===== src/common/pmbus_slice_pkg.sv =====
// Constants and types of the PMBus NVM, feature_report and alert-suppress slice.
// Assumes one core clock and an SMBus link whose clock comes from the host.
package pmbus_slice_pkg;
  localparam logic [7:0] CMD_SAVE_ALL  = 8'h15;
  localparam logic [7:0] CMD_LOAD_ALL  = 8'h16;
  localparam logic [7:0] CMD_FEATURE   = 8'h19;
  localparam logic [7:0] CMD_SUPPRESS  = 8'h1b;
  localparam logic [7:0] CODE_VOUT     = 8'h7a;
  localparam logic [7:0] CODE_IOUT     = 8'h7b;
  localparam logic [7:0] PHASE_ALL     = 8'hff;
  localparam logic [7:0] BLOCK_LEN_ONE = 8'h01;
  localparam logic [7:0] READ_FILL     = 8'hff;
  localparam logic [7:0] VOUT_IMPL     = 8'hfc;
  localparam logic [7:0] IOUT_IMPL     = 8'hb0;
  localparam logic [7:0] NVM_DEFAULT   = 8'h00;
  localparam logic       FEAT_PEC      = 1'b1;
  localparam logic [1:0] FEAT_SPEED    = 2'b10;
  localparam logic       FEAT_ALERT    = 1'b1;
  localparam logic       FEAT_FORMAT   = 1'b0;
  localparam logic       FEAT_AVSBUS   = 1'b0;
  localparam logic [1:0] FEAT_RSVD     = 2'b00;
  localparam logic [7:0] FEATURE_BYTE  = {FEAT_PEC, FEAT_SPEED, FEAT_ALERT,
                                          FEAT_FORMAT, FEAT_AVSBUS,
                                          FEAT_RSVD};
  localparam logic [3:0] BITS_PER_BYTE = 4'h8;
  localparam logic [3:0] BIT_LAST      = 4'h7;
  localparam logic [1:0] CNT_DATALESS  = 2'h1;
  localparam logic [1:0] CNT_WORD      = 2'h3;
  localparam logic [1:0] RD_FIRST      = 2'h0;
  localparam logic [1:0] RD_LAST       = 2'h2;
  localparam int         OP_ITEMS      = 2;
  localparam int         ITEM_VOUT     = 0;
  localparam int         ITEM_IOUT     = 1;
  localparam logic [6:0] ADDR_DEFAULT  = 7'h24;

  typedef enum logic [2:0] {
    ST_BOOT,
    ST_IDLE,
    ST_SAVE,
    ST_LOAD,
    ST_OVERRIDE
  } nvm_state_t;
endpackage


===== src/common/byte_link_if.sv =====
// Byte-level hand-off between the SMBus bit engine and the interpreter.
// Both ends run on the core clock; pulses last one cycle.
`timescale 1ns/1ps
interface byte_link_if;
  logic       start;
  logic       stop;
  logic       rx_valid;
  logic       first;
  logic [7:0] rx_byte;
  logic       tx_req;
  logic [7:0] tx_byte;
  logic       ack_ok;
  logic       sda_oe;
  logic       sda_lvl;

  modport engine (output start, stop, rx_valid, first, rx_byte, tx_req,
                  output sda_oe, sda_lvl, input tx_byte, ack_ok);
  modport interp (input start, stop, rx_valid, first, rx_byte, tx_req,
                  input sda_oe, sda_lvl, output tx_byte, ack_ok);
endinterface


===== src/smbus_bit_engine.sv =====
// SMBus bit engine: synchronises the link pins, finds start and stop,
// shifts bytes in and out and drives the acknowledge bit.
// Assumes the interpreter answers ack_ok and tx_byte before the next SCL fall.
`timescale 1ns/1ps
module smbus_bit_engine
  import pmbus_slice_pkg::*;
(
  // Clock and reset.
  input  wire logic   core_clk_in,
  input  wire logic   rst_in,
  // Link pins.
  input  wire logic   scl_in,
  input  wire logic   sda_in,
  // Byte hand-off.
  byte_link_if.engine lk
);
  typedef struct packed {
    logic       scl_m;
    logic       scl_s;
    logic       scl_d;
    logic       sda_m;
    logic       sda_s;
    logic       sda_d;
    logic       busy;
    logic       first;
    logic       tx;
    logic       ack_phase;
    logic       dead;
    logic       drive_low;
    logic [3:0] bit_cnt;
    logic [7:0] shift;
    logic       start;
    logic       stop;
    logic       rx_valid;
    logic       tx_req;
  } eng_t;

  eng_t q;
  eng_t n;
  logic rise;
  logic fall;

  always_comb begin
    n = q;
    n.start = 1'b0;
    n.stop = 1'b0;
    n.rx_valid = 1'b0;
    n.tx_req = 1'b0;
    n.scl_m = scl_in;
    n.scl_s = q.scl_m;
    n.scl_d = q.scl_s;
    n.sda_m = sda_in;
    n.sda_s = q.sda_m;
    n.sda_d = q.sda_s;
    rise = q.scl_s & ~q.scl_d;
    fall = ~q.scl_s & q.scl_d;
    if (q.scl_s && q.scl_d && q.sda_d && !q.sda_s) begin
      n.busy = 1'b1;
      n.first = 1'b1;
      n.tx = 1'b0;
      n.ack_phase = 1'b0;
      n.dead = 1'b0;
      n.drive_low = 1'b0;
      n.bit_cnt = '0;
      n.start = 1'b1;
    end else if (q.scl_s && q.scl_d && !q.sda_d && q.sda_s) begin
      n.busy = 1'b0;
      n.drive_low = 1'b0;
      n.stop = 1'b1;
    end else if (q.busy && !q.dead) begin
      if (rise && !q.ack_phase) begin
        n.bit_cnt = q.bit_cnt + 4'h1;
        if (!q.tx) begin
          n.shift = {q.shift[6:0], q.sda_s};
          n.rx_valid = (q.bit_cnt == BIT_LAST);
        end
      end else if (rise && q.tx && q.sda_s) begin
        // The host did not acknowledge: release the line until a start.
        n.dead = 1'b1;
      end
      if (fall) begin
        if (!q.ack_phase && q.bit_cnt == BITS_PER_BYTE) begin
          n.ack_phase = 1'b1;
          n.drive_low = !q.tx && lk.ack_ok;
          n.dead = !q.tx && !lk.ack_ok;
        end else if (q.ack_phase) begin
          n.ack_phase = 1'b0;
          n.bit_cnt = '0;
          n.first = 1'b0;
          n.tx = q.tx | (q.first & q.shift[0]);
          n.drive_low = 1'b0;
          if (n.tx) begin
            n.drive_low = !lk.tx_byte[7];
            n.shift = {lk.tx_byte[6:0], 1'b0};
            n.tx_req = 1'b1;
          end
        end else if (q.tx) begin
          n.drive_low = !q.shift[7];
          n.shift = {q.shift[6:0], 1'b0};
        end
      end
    end
  end

  always_ff @(posedge core_clk_in or posedge rst_in) begin
    if (rst_in) begin
      q <= '0;
    end else begin
      q <= n;
    end
  end

  assign lk.start = q.start;
  assign lk.stop = q.stop;
  assign lk.rx_valid = q.rx_valid;
  assign lk.first = q.first;
  assign lk.rx_byte = q.shift;
  assign lk.tx_req = q.tx_req;
  assign lk.sda_oe = q.drive_low;
  assign lk.sda_lvl = q.dead;
endmodule


===== src/pmbus_nvm_alert_ctrl.sv =====
// PMBus command slice: user-store save and restore, feature_report byte and
// indirect alert-suppress masks, with the alert output they gate.
// Assumes status, phase and strap inputs come from logic on core_clk_in.
//
// Functional notes
// RL1: Restore-all 16h halts regulation and copies user store into operation.
// RL2: After restore, strap-selected items take their last detected pin values.
// RL3: Store entries without an operating location are skipped on restore.
// RL4: Host issues restore only while the phase selector is FFh.
// RL5: Feature_report 19h answers one read-only byte by Read Byte.
// RL6: Feature_report bit 7 set for PEC, bits 6:5 equal 10b.
// RL7: Feature_report bit 4 set: alert pin and alert response supported; code drives alert_n_out but acks only DEV_ADDR.
// RL8: Feature_report bits 3, 2 and 1:0 read as zero.
// RL9: Any feature_report write is invalid data, flagged and alerted.
// RL10: A suppress bit never stops status setting, only alert assertion.
// RL11: Mask write is Write Word 1Bh: low byte code, high byte mask.
// RL12: Mask read is a process call: one-byte code in, one-byte mask out.
// RL13: Mask access only with phase FFh; masks are shared by all phases.
// RL14: Mask bit 0 lets the condition alert, 1 blocks it.
// RL15: Code 7Ah selects the output-voltage mask, bits 7 to 2.
// RL16: Output-voltage mask bits 1:0 always read zero.
// RL17: Code 7Bh selects the output-current mask the same way.
// RL18: Store-all 15h copies operating items into the user store.
// RL19: Masks load from the user store at reset before alerts count.
`timescale 1ns/1ps
module pmbus_nvm_alert_ctrl
  import pmbus_slice_pkg::*;
#(
  parameter logic [6:0] DEV_ADDR    = ADDR_DEFAULT,
  parameter int         STORE_DEPTH = 4
) (
  // Clock and reset.
  input  wire logic                         core_clk_in,
  input  wire logic                         rst_in,
  // SMBus pins; data is open drain.
  input  wire logic                         scl_in,
  input  wire logic                         sda_in,
  output logic                              sda_out_out,
  output logic                              sda_oe_out,
  // Device state around the slice.
  input  wire logic [7:0]                   phase_sel_in,
  input  wire logic [OP_ITEMS-1:0]          override_sel_in,
  input  wire logic [OP_ITEMS-1:0][7:0]     pin_value_in,
  input  wire logic [7:0]                   output_voltage_status_in,
  input  wire logic [7:0]                   status_iout_in,
  input  wire logic                         clear_faults_in,
  // Results.
  output logic                              regulation_en_out,
  output logic                              alert_n_out,
  output logic                              invalid_data_out
);
  localparam int IDX_W = (STORE_DEPTH > 1) ? $clog2(STORE_DEPTH) : 1;
  localparam logic [IDX_W-1:0] IDX_LAST = IDX_W'(STORE_DEPTH - 1);

  if (STORE_DEPTH < OP_ITEMS) begin : g_depth_check
    $error("STORE_DEPTH must hold every operating item");
  end

  typedef struct packed {
    nvm_state_t                   state;
    logic [IDX_W-1:0]             idx;
    logic [STORE_DEPTH-1:0][7:0]  store;
    logic [OP_ITEMS-1:0][7:0]     op;
    logic                         regulate;
    logic                         boot_done;
    logic                         invalid;
    logic                         alert_n;
    logic                         addressed;
    logic                         reading;
    logic                         ack_ok;
    logic [1:0]                   wr_cnt;
    logic [1:0]                   rd_cnt;
    logic [7:0]                   cmd;
    logic [7:0]                   d0;
    logic [7:0]                   d1;
    logic [7:0]                   tx_byte;
  } ctrl_t;

  ctrl_t       q;
  ctrl_t       n;
  byte_link_if lk ();

  smbus_bit_engine smbus_bit_engine_inst (
    .core_clk_in (core_clk_in),
    .rst_in      (rst_in),
    .scl_in      (scl_in),
    .sda_in      (sda_in),
    .lk          (lk)
  );

  function automatic logic [7:0] item_impl(input int i);
    return (i == ITEM_VOUT) ? VOUT_IMPL : IOUT_IMPL;
  endfunction

  // Byte k of a read reply, chosen by the command of the write part.
  function automatic logic [7:0] reply(input ctrl_t s, input logic [1:0] k,
                                       input logic [7:0] phase);
    logic [7:0] r;
    r = READ_FILL;
    // RL5 single feature_report byte
    if (s.cmd == CMD_FEATURE && k == RD_FIRST) begin
      r = FEATURE_BYTE;
    end else if (s.cmd == CMD_SUPPRESS && s.wr_cnt == CNT_WORD &&
                 s.d0 == BLOCK_LEN_ONE && phase == PHASE_ALL) begin
      // RL12 one-byte block reply
      if (k == RD_FIRST) begin
        r = BLOCK_LEN_ONE;
      end else if (k == RD_FIRST + 2'h1 && s.d1 == CODE_VOUT) begin
        r = s.op[ITEM_VOUT];
      end else if (k == RD_FIRST + 2'h1 && s.d1 == CODE_IOUT) begin
        r = s.op[ITEM_IOUT];
      end
    end
    return r;
  endfunction

  always_comb begin
    logic set_inv;
    logic exec;
    set_inv = 1'b0;
    n = q;
    exec = lk.stop && q.addressed && !q.reading && q.state == ST_IDLE;
    unique case (q.state)
      ST_BOOT: begin
        // RL19 masks from backup
        for (int i = 0; i < OP_ITEMS; i++) begin
          n.op[i] = q.store[i] & item_impl(i);
        end
        n.boot_done = 1'b1;
        n.state = ST_IDLE;
      end
      ST_IDLE: begin
      end
      ST_SAVE: begin
        // RL18 copy to store
        for (int i = 0; i < OP_ITEMS; i++) begin
          if (int'(q.idx) == i) begin
            n.store[i] = q.op[i];
          end
        end
        n.idx = q.idx + IDX_W'(1);
        if (q.idx == IDX_LAST) begin
          n.state = ST_IDLE;
        end
      end
      ST_LOAD: begin
        // RL3 unmatched entries skipped
        for (int i = 0; i < OP_ITEMS; i++) begin
          if (int'(q.idx) == i) begin
            n.op[i] = q.store[i] & item_impl(i);
          end
        end
        n.idx = q.idx + IDX_W'(1);
        if (q.idx == IDX_LAST) begin
          n.state = ST_OVERRIDE;
        end
      end
      ST_OVERRIDE: begin
        // RL2 strap values win
        for (int i = 0; i < OP_ITEMS; i++) begin
          if (override_sel_in[i]) begin
            n.op[i] = pin_value_in[i] & item_impl(i);
          end
        end
        n.regulate = 1'b1;
        n.state = ST_IDLE;
      end
    endcase

    if (lk.rx_valid && lk.first) begin
      n.addressed = lk.rx_byte[7:1] == DEV_ADDR && q.state == ST_IDLE;
      n.ack_ok = n.addressed;
      n.reading = lk.rx_byte[0];
      n.rd_cnt = RD_FIRST;
      if (!lk.rx_byte[0]) begin
        n.wr_cnt = '0;
      end
      n.tx_byte = reply(q, RD_FIRST, phase_sel_in);
      // RL13 read refused off phase FFh
      if (n.addressed && lk.rx_byte[0] && q.cmd == CMD_SUPPRESS &&
          phase_sel_in != PHASE_ALL) begin
        set_inv = 1'b1;
      end
    end else if (lk.rx_valid && q.addressed) begin
      unique case (q.wr_cnt)
        2'h0: n.cmd = lk.rx_byte;
        2'h1: n.d0 = lk.rx_byte;
        2'h2: n.d1 = lk.rx_byte;
        default: begin
        end
      endcase
      if (q.wr_cnt != CNT_WORD) begin
        n.wr_cnt = q.wr_cnt + 2'h1;
      end
    end
    if (lk.tx_req) begin
      n.rd_cnt = (q.rd_cnt == RD_LAST) ? RD_LAST : q.rd_cnt + 2'h1;
      n.tx_byte = reply(q, n.rd_cnt, phase_sel_in);
    end

    if (exec) begin
      if (q.wr_cnt == CNT_DATALESS && q.cmd == CMD_SAVE_ALL) begin
        n.state = ST_SAVE;
        n.idx = '0;
      end else if (q.wr_cnt == CNT_DATALESS && q.cmd == CMD_LOAD_ALL) begin
        // RL1 halt regulation, then copy
        n.state = ST_LOAD;
        n.idx = '0;
        n.regulate = 1'b0;
      end else if (q.wr_cnt != '0 && q.cmd == CMD_FEATURE) begin
        // RL9 feature_report is read-only
        // An address-only frame must not replay the previous command byte.
        set_inv = 1'b1;
      end else if (q.cmd == CMD_SUPPRESS && q.wr_cnt == CNT_WORD) begin
        // RL11 low byte code, high byte mask
        if (phase_sel_in != PHASE_ALL) begin
          set_inv = 1'b1;
        end else if (q.d0 == CODE_VOUT) begin
          // RL15 voltage mask, RL16 low bits zero
          n.op[ITEM_VOUT] = q.d1 & VOUT_IMPL;
        end else if (q.d0 == CODE_IOUT) begin
          // RL17 current mask
          n.op[ITEM_IOUT] = q.d1 & IOUT_IMPL;
        end else begin
          set_inv = 1'b1;
        end
      end
    end
    if (lk.stop) begin
      n.addressed = 1'b0;
      n.ack_ok = 1'b0;
    end

    n.invalid = set_inv | (q.invalid & ~clear_faults_in);
    // RL10 RL14 masks gate only the alert
    n.alert_n = !(q.boot_done &&
                  ((|(output_voltage_status_in & ~q.op[ITEM_VOUT])) ||
                   (|(status_iout_in & ~q.op[ITEM_IOUT])) || q.invalid));
  end

  always_ff @(posedge core_clk_in or posedge rst_in) begin
    if (rst_in) begin
      q <= '0;
      q.state <= ST_BOOT;
      q.store <= {STORE_DEPTH{NVM_DEFAULT}};
      q.regulate <= 1'b1;
      q.alert_n <= 1'b1;
    end else begin
      q <= n;
    end
  end

  assign lk.ack_ok = q.ack_ok;
  assign lk.tx_byte = q.tx_byte;
  assign sda_out_out = lk.sda_lvl & 1'b0;
  assign sda_oe_out = lk.sda_oe;
  assign regulation_en_out = q.regulate;
  assign alert_n_out = q.alert_n;
  assign invalid_data_out = q.invalid;

  logic exec_w;
  assign exec_w = lk.stop && q.addressed && !q.reading && q.state == ST_IDLE;
endmodule


===== config.mk =====
export PLATFORM = sky130hd
export DESIGN_NAME = pmbus_nvm_alert_ctrl
export DESIGN_NICKNAME = d
export VERILOG_FILES = /design/src/common/pmbus_slice_pkg.sv /design/src/common/byte_link_if.sv /design/src/smbus_bit_engine.sv /design/src/pmbus_nvm_alert_ctrl.sv
export SDC_FILE = /design/constraint.sdc
export NUM_CORES = 1
export LEC_CHECK = 0
export ABC_AREA = 1
export CAP_MARGIN = 20
export CORE_MARGIN = 2
export CORE_UTILIZATION = 60
export CTS_BUF_LIST = sky130_fd_sc_hd__clkbuf_16
export DETAILED_ROUTE_END_ITERATION = 16
export DONT_BUFFER_PORTS = 1
export PLACE_DENSITY = 0.79
export SETUP_SLACK_MARGIN = 0.02
export SYNTH_ARGS = -nofsm -noshare
export SYNTH_HDL_FRONTEND = slang
export SYNTH_SLANG_ARGS = --single-unit

===== constraint.sdc =====
create_clock -name core_clk_in -period 8.2 [get_ports core_clk_in]
set_input_delay 0.82 -clock core_clk_in [delete_from_list [all_inputs] [get_ports core_clk_in]]
set_output_delay 0.82 -clock core_clk_in [all_outputs]
set_load 0.1 [all_outputs]

==> After elaboration in Yosys (flattened, before gate mapping) <==
Index checks and enable logic that the tools add are counted.
{ "totals": {"register_bits": 107, "in_bits": 47, "output_inout_bits": 5, "wordCells": 245} }
{ "op_classes": {"add_sub_neg": 4, "eq_ne": 29, "n_mux": 86, "bitwise": 16, "n_reduce_logical": 74} }
{ "op_table": {"columns": ["cell", "n"], "rows": [
  ["8-bit two-way mux", 20],
  ["17-bit two-way mux", 4],
  ["16-bit two-way mux", 4],
  ["16-bit case mux with 3 select lines", 1],
  ["12-bit two-way mux", 3],
  ["8-bit by 5-bit == test with 1-bit output (second input constant)", 4],
  ["8-bit by 7-bit == test with 1-bit output (second input constant)", 4],
  ["1-bit logical AND", 31],
  ["1-bit two-way mux", 31],
  ["2-bit two-way mux", 11],
  ["3-bit AND reduction", 7],
  ["2-bit nonzero test", 9],
  ["8-bit AND", 2],
  ["8-bit NOT", 2],
  ["8-bit OR reduction", 2],
  ["3-bit two-way mux", 5],
  ["5-bit two-way mux", 3],
  ["2-bit == test (second input constant)", 5],
  ["1-bit logical NOT", 10],
  ["10-bit two-way mux", 1],
  ["3-bit case mux with 3 select lines", 1],
  ["8-bit by 1-bit == test with 1-bit output (second input constant)", 1],
  ["8-bit == test (second input constant)", 1],
  ["4-bit two-way mux", 2],
  ["other kinds (23)", 45]
]} }

==> Logic depth before layout (Yosys ltp) <==
{ "logic_depth": {"word_depth": 16, "depth_mapped": 11, "ltp_nobuf": 11} }

==> Hierarchy <==
A second synthesis with hierarchy kept.
{ "unflattened": {"hier_cells": 782, "area_unflattened_um2": 5711.7} }
{ "modules_own_cells": {"columns": ["module", "instances", "cells_per_inst", "area_per_inst_um2", "seq_area_each_um2"], "rows": [
  ["pmbus_nvm_alert_ctrl", 1, 548, 4020.1, 1804.2],
  ["smbus_bit_engine", 1, 234, 1691.6, 700.7]
]} }

==> Worst setup path after synthesis <==
Ideal clock, no wire load.
{ "synth_timing": {"path_kind": "input-to-reg", "from": "input port phase_sel_in[1]", "to": "register q[45] (netlist bit)", "setup_ns": 0.117, "arrival_ns": 1.737, "t_required_ns": 8.083, "setup_slack_ns": 6.347, "cell_stages": 7, "n_path_buf": 0, "cell_sequence": "nand2_1 nor2_1 nand2_1 nor4_4 nand2_4 nand2_1 nand2_1"} }
{ "synth_lines": {"columns": ["element", "line_no", "rtl"], "rows": [
  ["start: declaration", "pmbus_nvm_alert_ctrl.sv:41", "input wire logic [7:0] phase_sel_in,"],
  ["end signal: assignment", "pmbus_nvm_alert_ctrl.sv:249", "q <= n;"],
  ["end: declaration", "pmbus_nvm_alert_ctrl.sv:79", "ctrl_t q;"]
]} }

==> Worst setup path after layout <==
{ "layout_timing": {"from": "register q, in the netlist invalid_data_out", "to": "output port invalid_data_out"} }
{ "layout_lines": {"columns": ["element", "line_no", "rtl"], "rows": [
  ["end: declaration", "pmbus_nvm_alert_ctrl.sv:50", "output logic invalid_data_out"]
]} }
No word-level cell between the ends.

==> results by group <==
Pwr
  – Overall power: 1.10 mW
  – Worst vdd ir: 109 uV
  – Pleak: 2.65 nW
  – Pwr/cell area: 197 nW/um^2

Timing
  – Setup TNS: 0 ns
  – Slew headroom: 33.7%
  – Slew @ Worst Pin: 0.994 ns
  – Final period util: 26.4%
  – Slew Limit Fails: 0
  – Clk_skew: 0.00861 ns
  – Fmax: 461 MHz
  – Final setup viols: 0
  – Final hold vios: 0
  – RSZ-0062 raised after global routing: false
  – Period minus WS final: 2.17 ns

Cells and area
  – Final Net Count: 731
  – Area grow syn2layout: 8.21%
  – Commonest non-fill, non-tap cell in the layout: nand2_1
  – Layout cells sized above 1: 5.91%
  – Most frequent cells in the layout: nand2_1 (210), dfrtp_1 (97), inv_1 (93)
  – ANT cells: 0
  – Final Util: 67.5%
  – Cell area after layout: 5570 sq um

Placement
  – DP Area: 5270 sq um
  – Post-DP HPWL: 8750 microns
  – Gpl congestion: 0.864
  – Buffers on Ports: 0

Worst setup path
  – CP arrival: 1.35 ns
  – Setup Crit Path Kind: flip-flop to output port
  – Crit Path Max Fanout: 3
  – Crit end category: output port
  – CP startpoint kind: flip-flop
  – Flop-to-flop setup slack: 6.32 ns
  – Req. time, crit path: 7.38 ns

Global routing
  – Global-route wire length before repair: 20400 microns
  – Antenna violations before repair: 0
  – GRT Util Overall: 26.7%
  – Global route overflow: 0
  – Largest net degree at the start of global routing: 72
  – Vias in the first global route: 4358

Clock network
  – Setup bufs post-CTS: 0
  – Clock tree buffer depth: 2
  – H-tree level count: 3
  – Clock sinks: 99
  – CTS Hold Bufs: 0
  – TritonCTS Buffers: 9
  – Cts repair resizes: 0
  – Clock slew at the register clock pins of the worst setup and hold paths: 0.07 ns
  – Skew-Pair Late Insertion Delay: 0.34 ns
  – CTS tree: done
  – CTS root buffer: clkbuf_16

Drt
  – Via density: 5.75
  – WL/cell: 15.4 microns
  – Vias: 4493
  – First-pass iteration count of the detailed router: 5
  – Routed WL: 12000 microns
  – Drt drc: 0
  – Initial drt markers: 324
  – DRT antenna net count: 0

Die
  – Initial Util: 62.4%
  – Core area: 8260 sq um
  – Height of the die: 96.7 microns
  – Die width: 96.7 microns
  – Num rows: 33
  – Die area: 9340 sq um
  – I/O pin total: 52

Logic synthesis
  – Synth Warn #: 0
  – Syn Nets: 725
  – Mapped Avg Cell Area: 7.73 sq um
  – Synthesis-stage register bit count: 99
  – Post-Syn Area: 5150 sq um
  – Synth Instances: 666
  – Register area share after synthesis: 48.1%
  – Synth unique cells: 38

Run
  – MaxCap Viol Count: 0

Min path
  – Hold WC Path Type: primary input to async pin

Status
  – Status: completed
## routing by layer
metal	vias to the layer above	global-route usage, %	routed length, microns
li1	2174	-	-
met1	2124	34.5	5150
met2	165	44.1	5850
met3	30	5.85	644
met4	0	10.6	378
met5	-	0	0
## area by class of cell
class                      count  area (sq um)
sequential                    99          2480
fill                         701          2680
multi-input combinational    465          2280
clock buffer                   9           225
clock inverter                 7          82.6
tap                          105           131
inverter                      96           363
timing repair buffer           1          7.51
## registers in the layout (all words and copies together), names as in the netlist, 4 cells and up
| name | count |
|---|---|
| smbus_bit_engine_inst.q | 9 |
| q | 61 |
| smbus_bit_engine_inst.lk.rx_byte | 8 |
| smbus_bit_engine_inst.n | 4 |
| lk.tx_byte | 8 |
## where the power goes
part / switching, mW / leakage [nW] / internal [mW]
Clock: 0.197 / 0.145 / 0.242
Sequential: 0.0262 / 1.28 / 0.514
Combinational: 0.0932 / 1.22 / 0.0279
## cell usage after synthesis, drive strengths merged
| cell type | n | area, sq um |
|---|---|---|
| nor3 | 14 | 97.6 |
| o22ai | 8 | 50.1 |
| o221a | 1 | 11.3 |
| buf | 1 | 7.51 |
| a22o | 2 | 17.5 |
| a21oi | 10 | 50.1 |
| a221oi | 2 | 17.5 |
| a32oi | 1 | 8.76 |
| dfrtp | 97 | 2430 |
| ha | 12 | 150 |
| dfstp | 2 | 52.6 |
| nand2 | 213 | 812 |
| or2 | 1 | 6.26 |
| o21ai | 81 | 413 |
| a22oi | 9 | 67.6 |
| a211oi | 1 | 7.51 |
| o21a | 1 | 7.51 |
| xor2 | 1 | 8.76 |
| nor2 | 50 | 205 |
| o2111ai | 3 | 26.3 |
| nand3b | 1 | 7.51 |
| nand4 | 11 | 68.8 |
| conb | 1 | 3.75 |
| nand3 | 40 | 220 |
| clkbuf | 5 | 18.8 |
| nor4 | 2 | 27.5 |
| inv | 96 | 360 |
## worst paths after layout
kind | to | cells after the start | from
worst max register to register | q[43] | 10 | q[35]
min in group core_clk_in | smbus_bit_engine_inst.n[22] | 0 | smbus_bit_engine_inst.n[23]
worst min-delay path | q[92] | 1 | rst_in
worst max-delay path | invalid_data_out | 0 | invalid_data_out
max in group asynchronous | q[33] | 2 | rst_in
worst min register to register | smbus_bit_engine_inst.n[22] | 0 | smbus_bit_engine_inst.n[23]
## through the flow
stage | worst slack [ns] | hold WS, ns | std cells
after floorplan | 4.79 | 0.331 | 666
after global placement | 6.14 | 0.335 | 766
after detailed placement | 6.10 | 0.340 | 766
after CTS | 6.03 | 0.334 | 782
after global routing | 6.01 | 0.345 | 782
final | 6.03 | 0.323 | 782
## cells by family after synthesis
kind of cell / count (synthesis) / share of synthesized area (%)
flip-flops: 99 / 48.1
AND/OR/NAND/NOR: 332 / 28.1
buffers and inverters: 102 / 7.51
AO/OA/AOI/OAI: 119 / 13.1
adder cells (fa/ha/maj): 12 / 2.91
XOR/XNOR: 1 / 0.170
other: 1 / 0.0728
(Power assumes the default switching activity.)
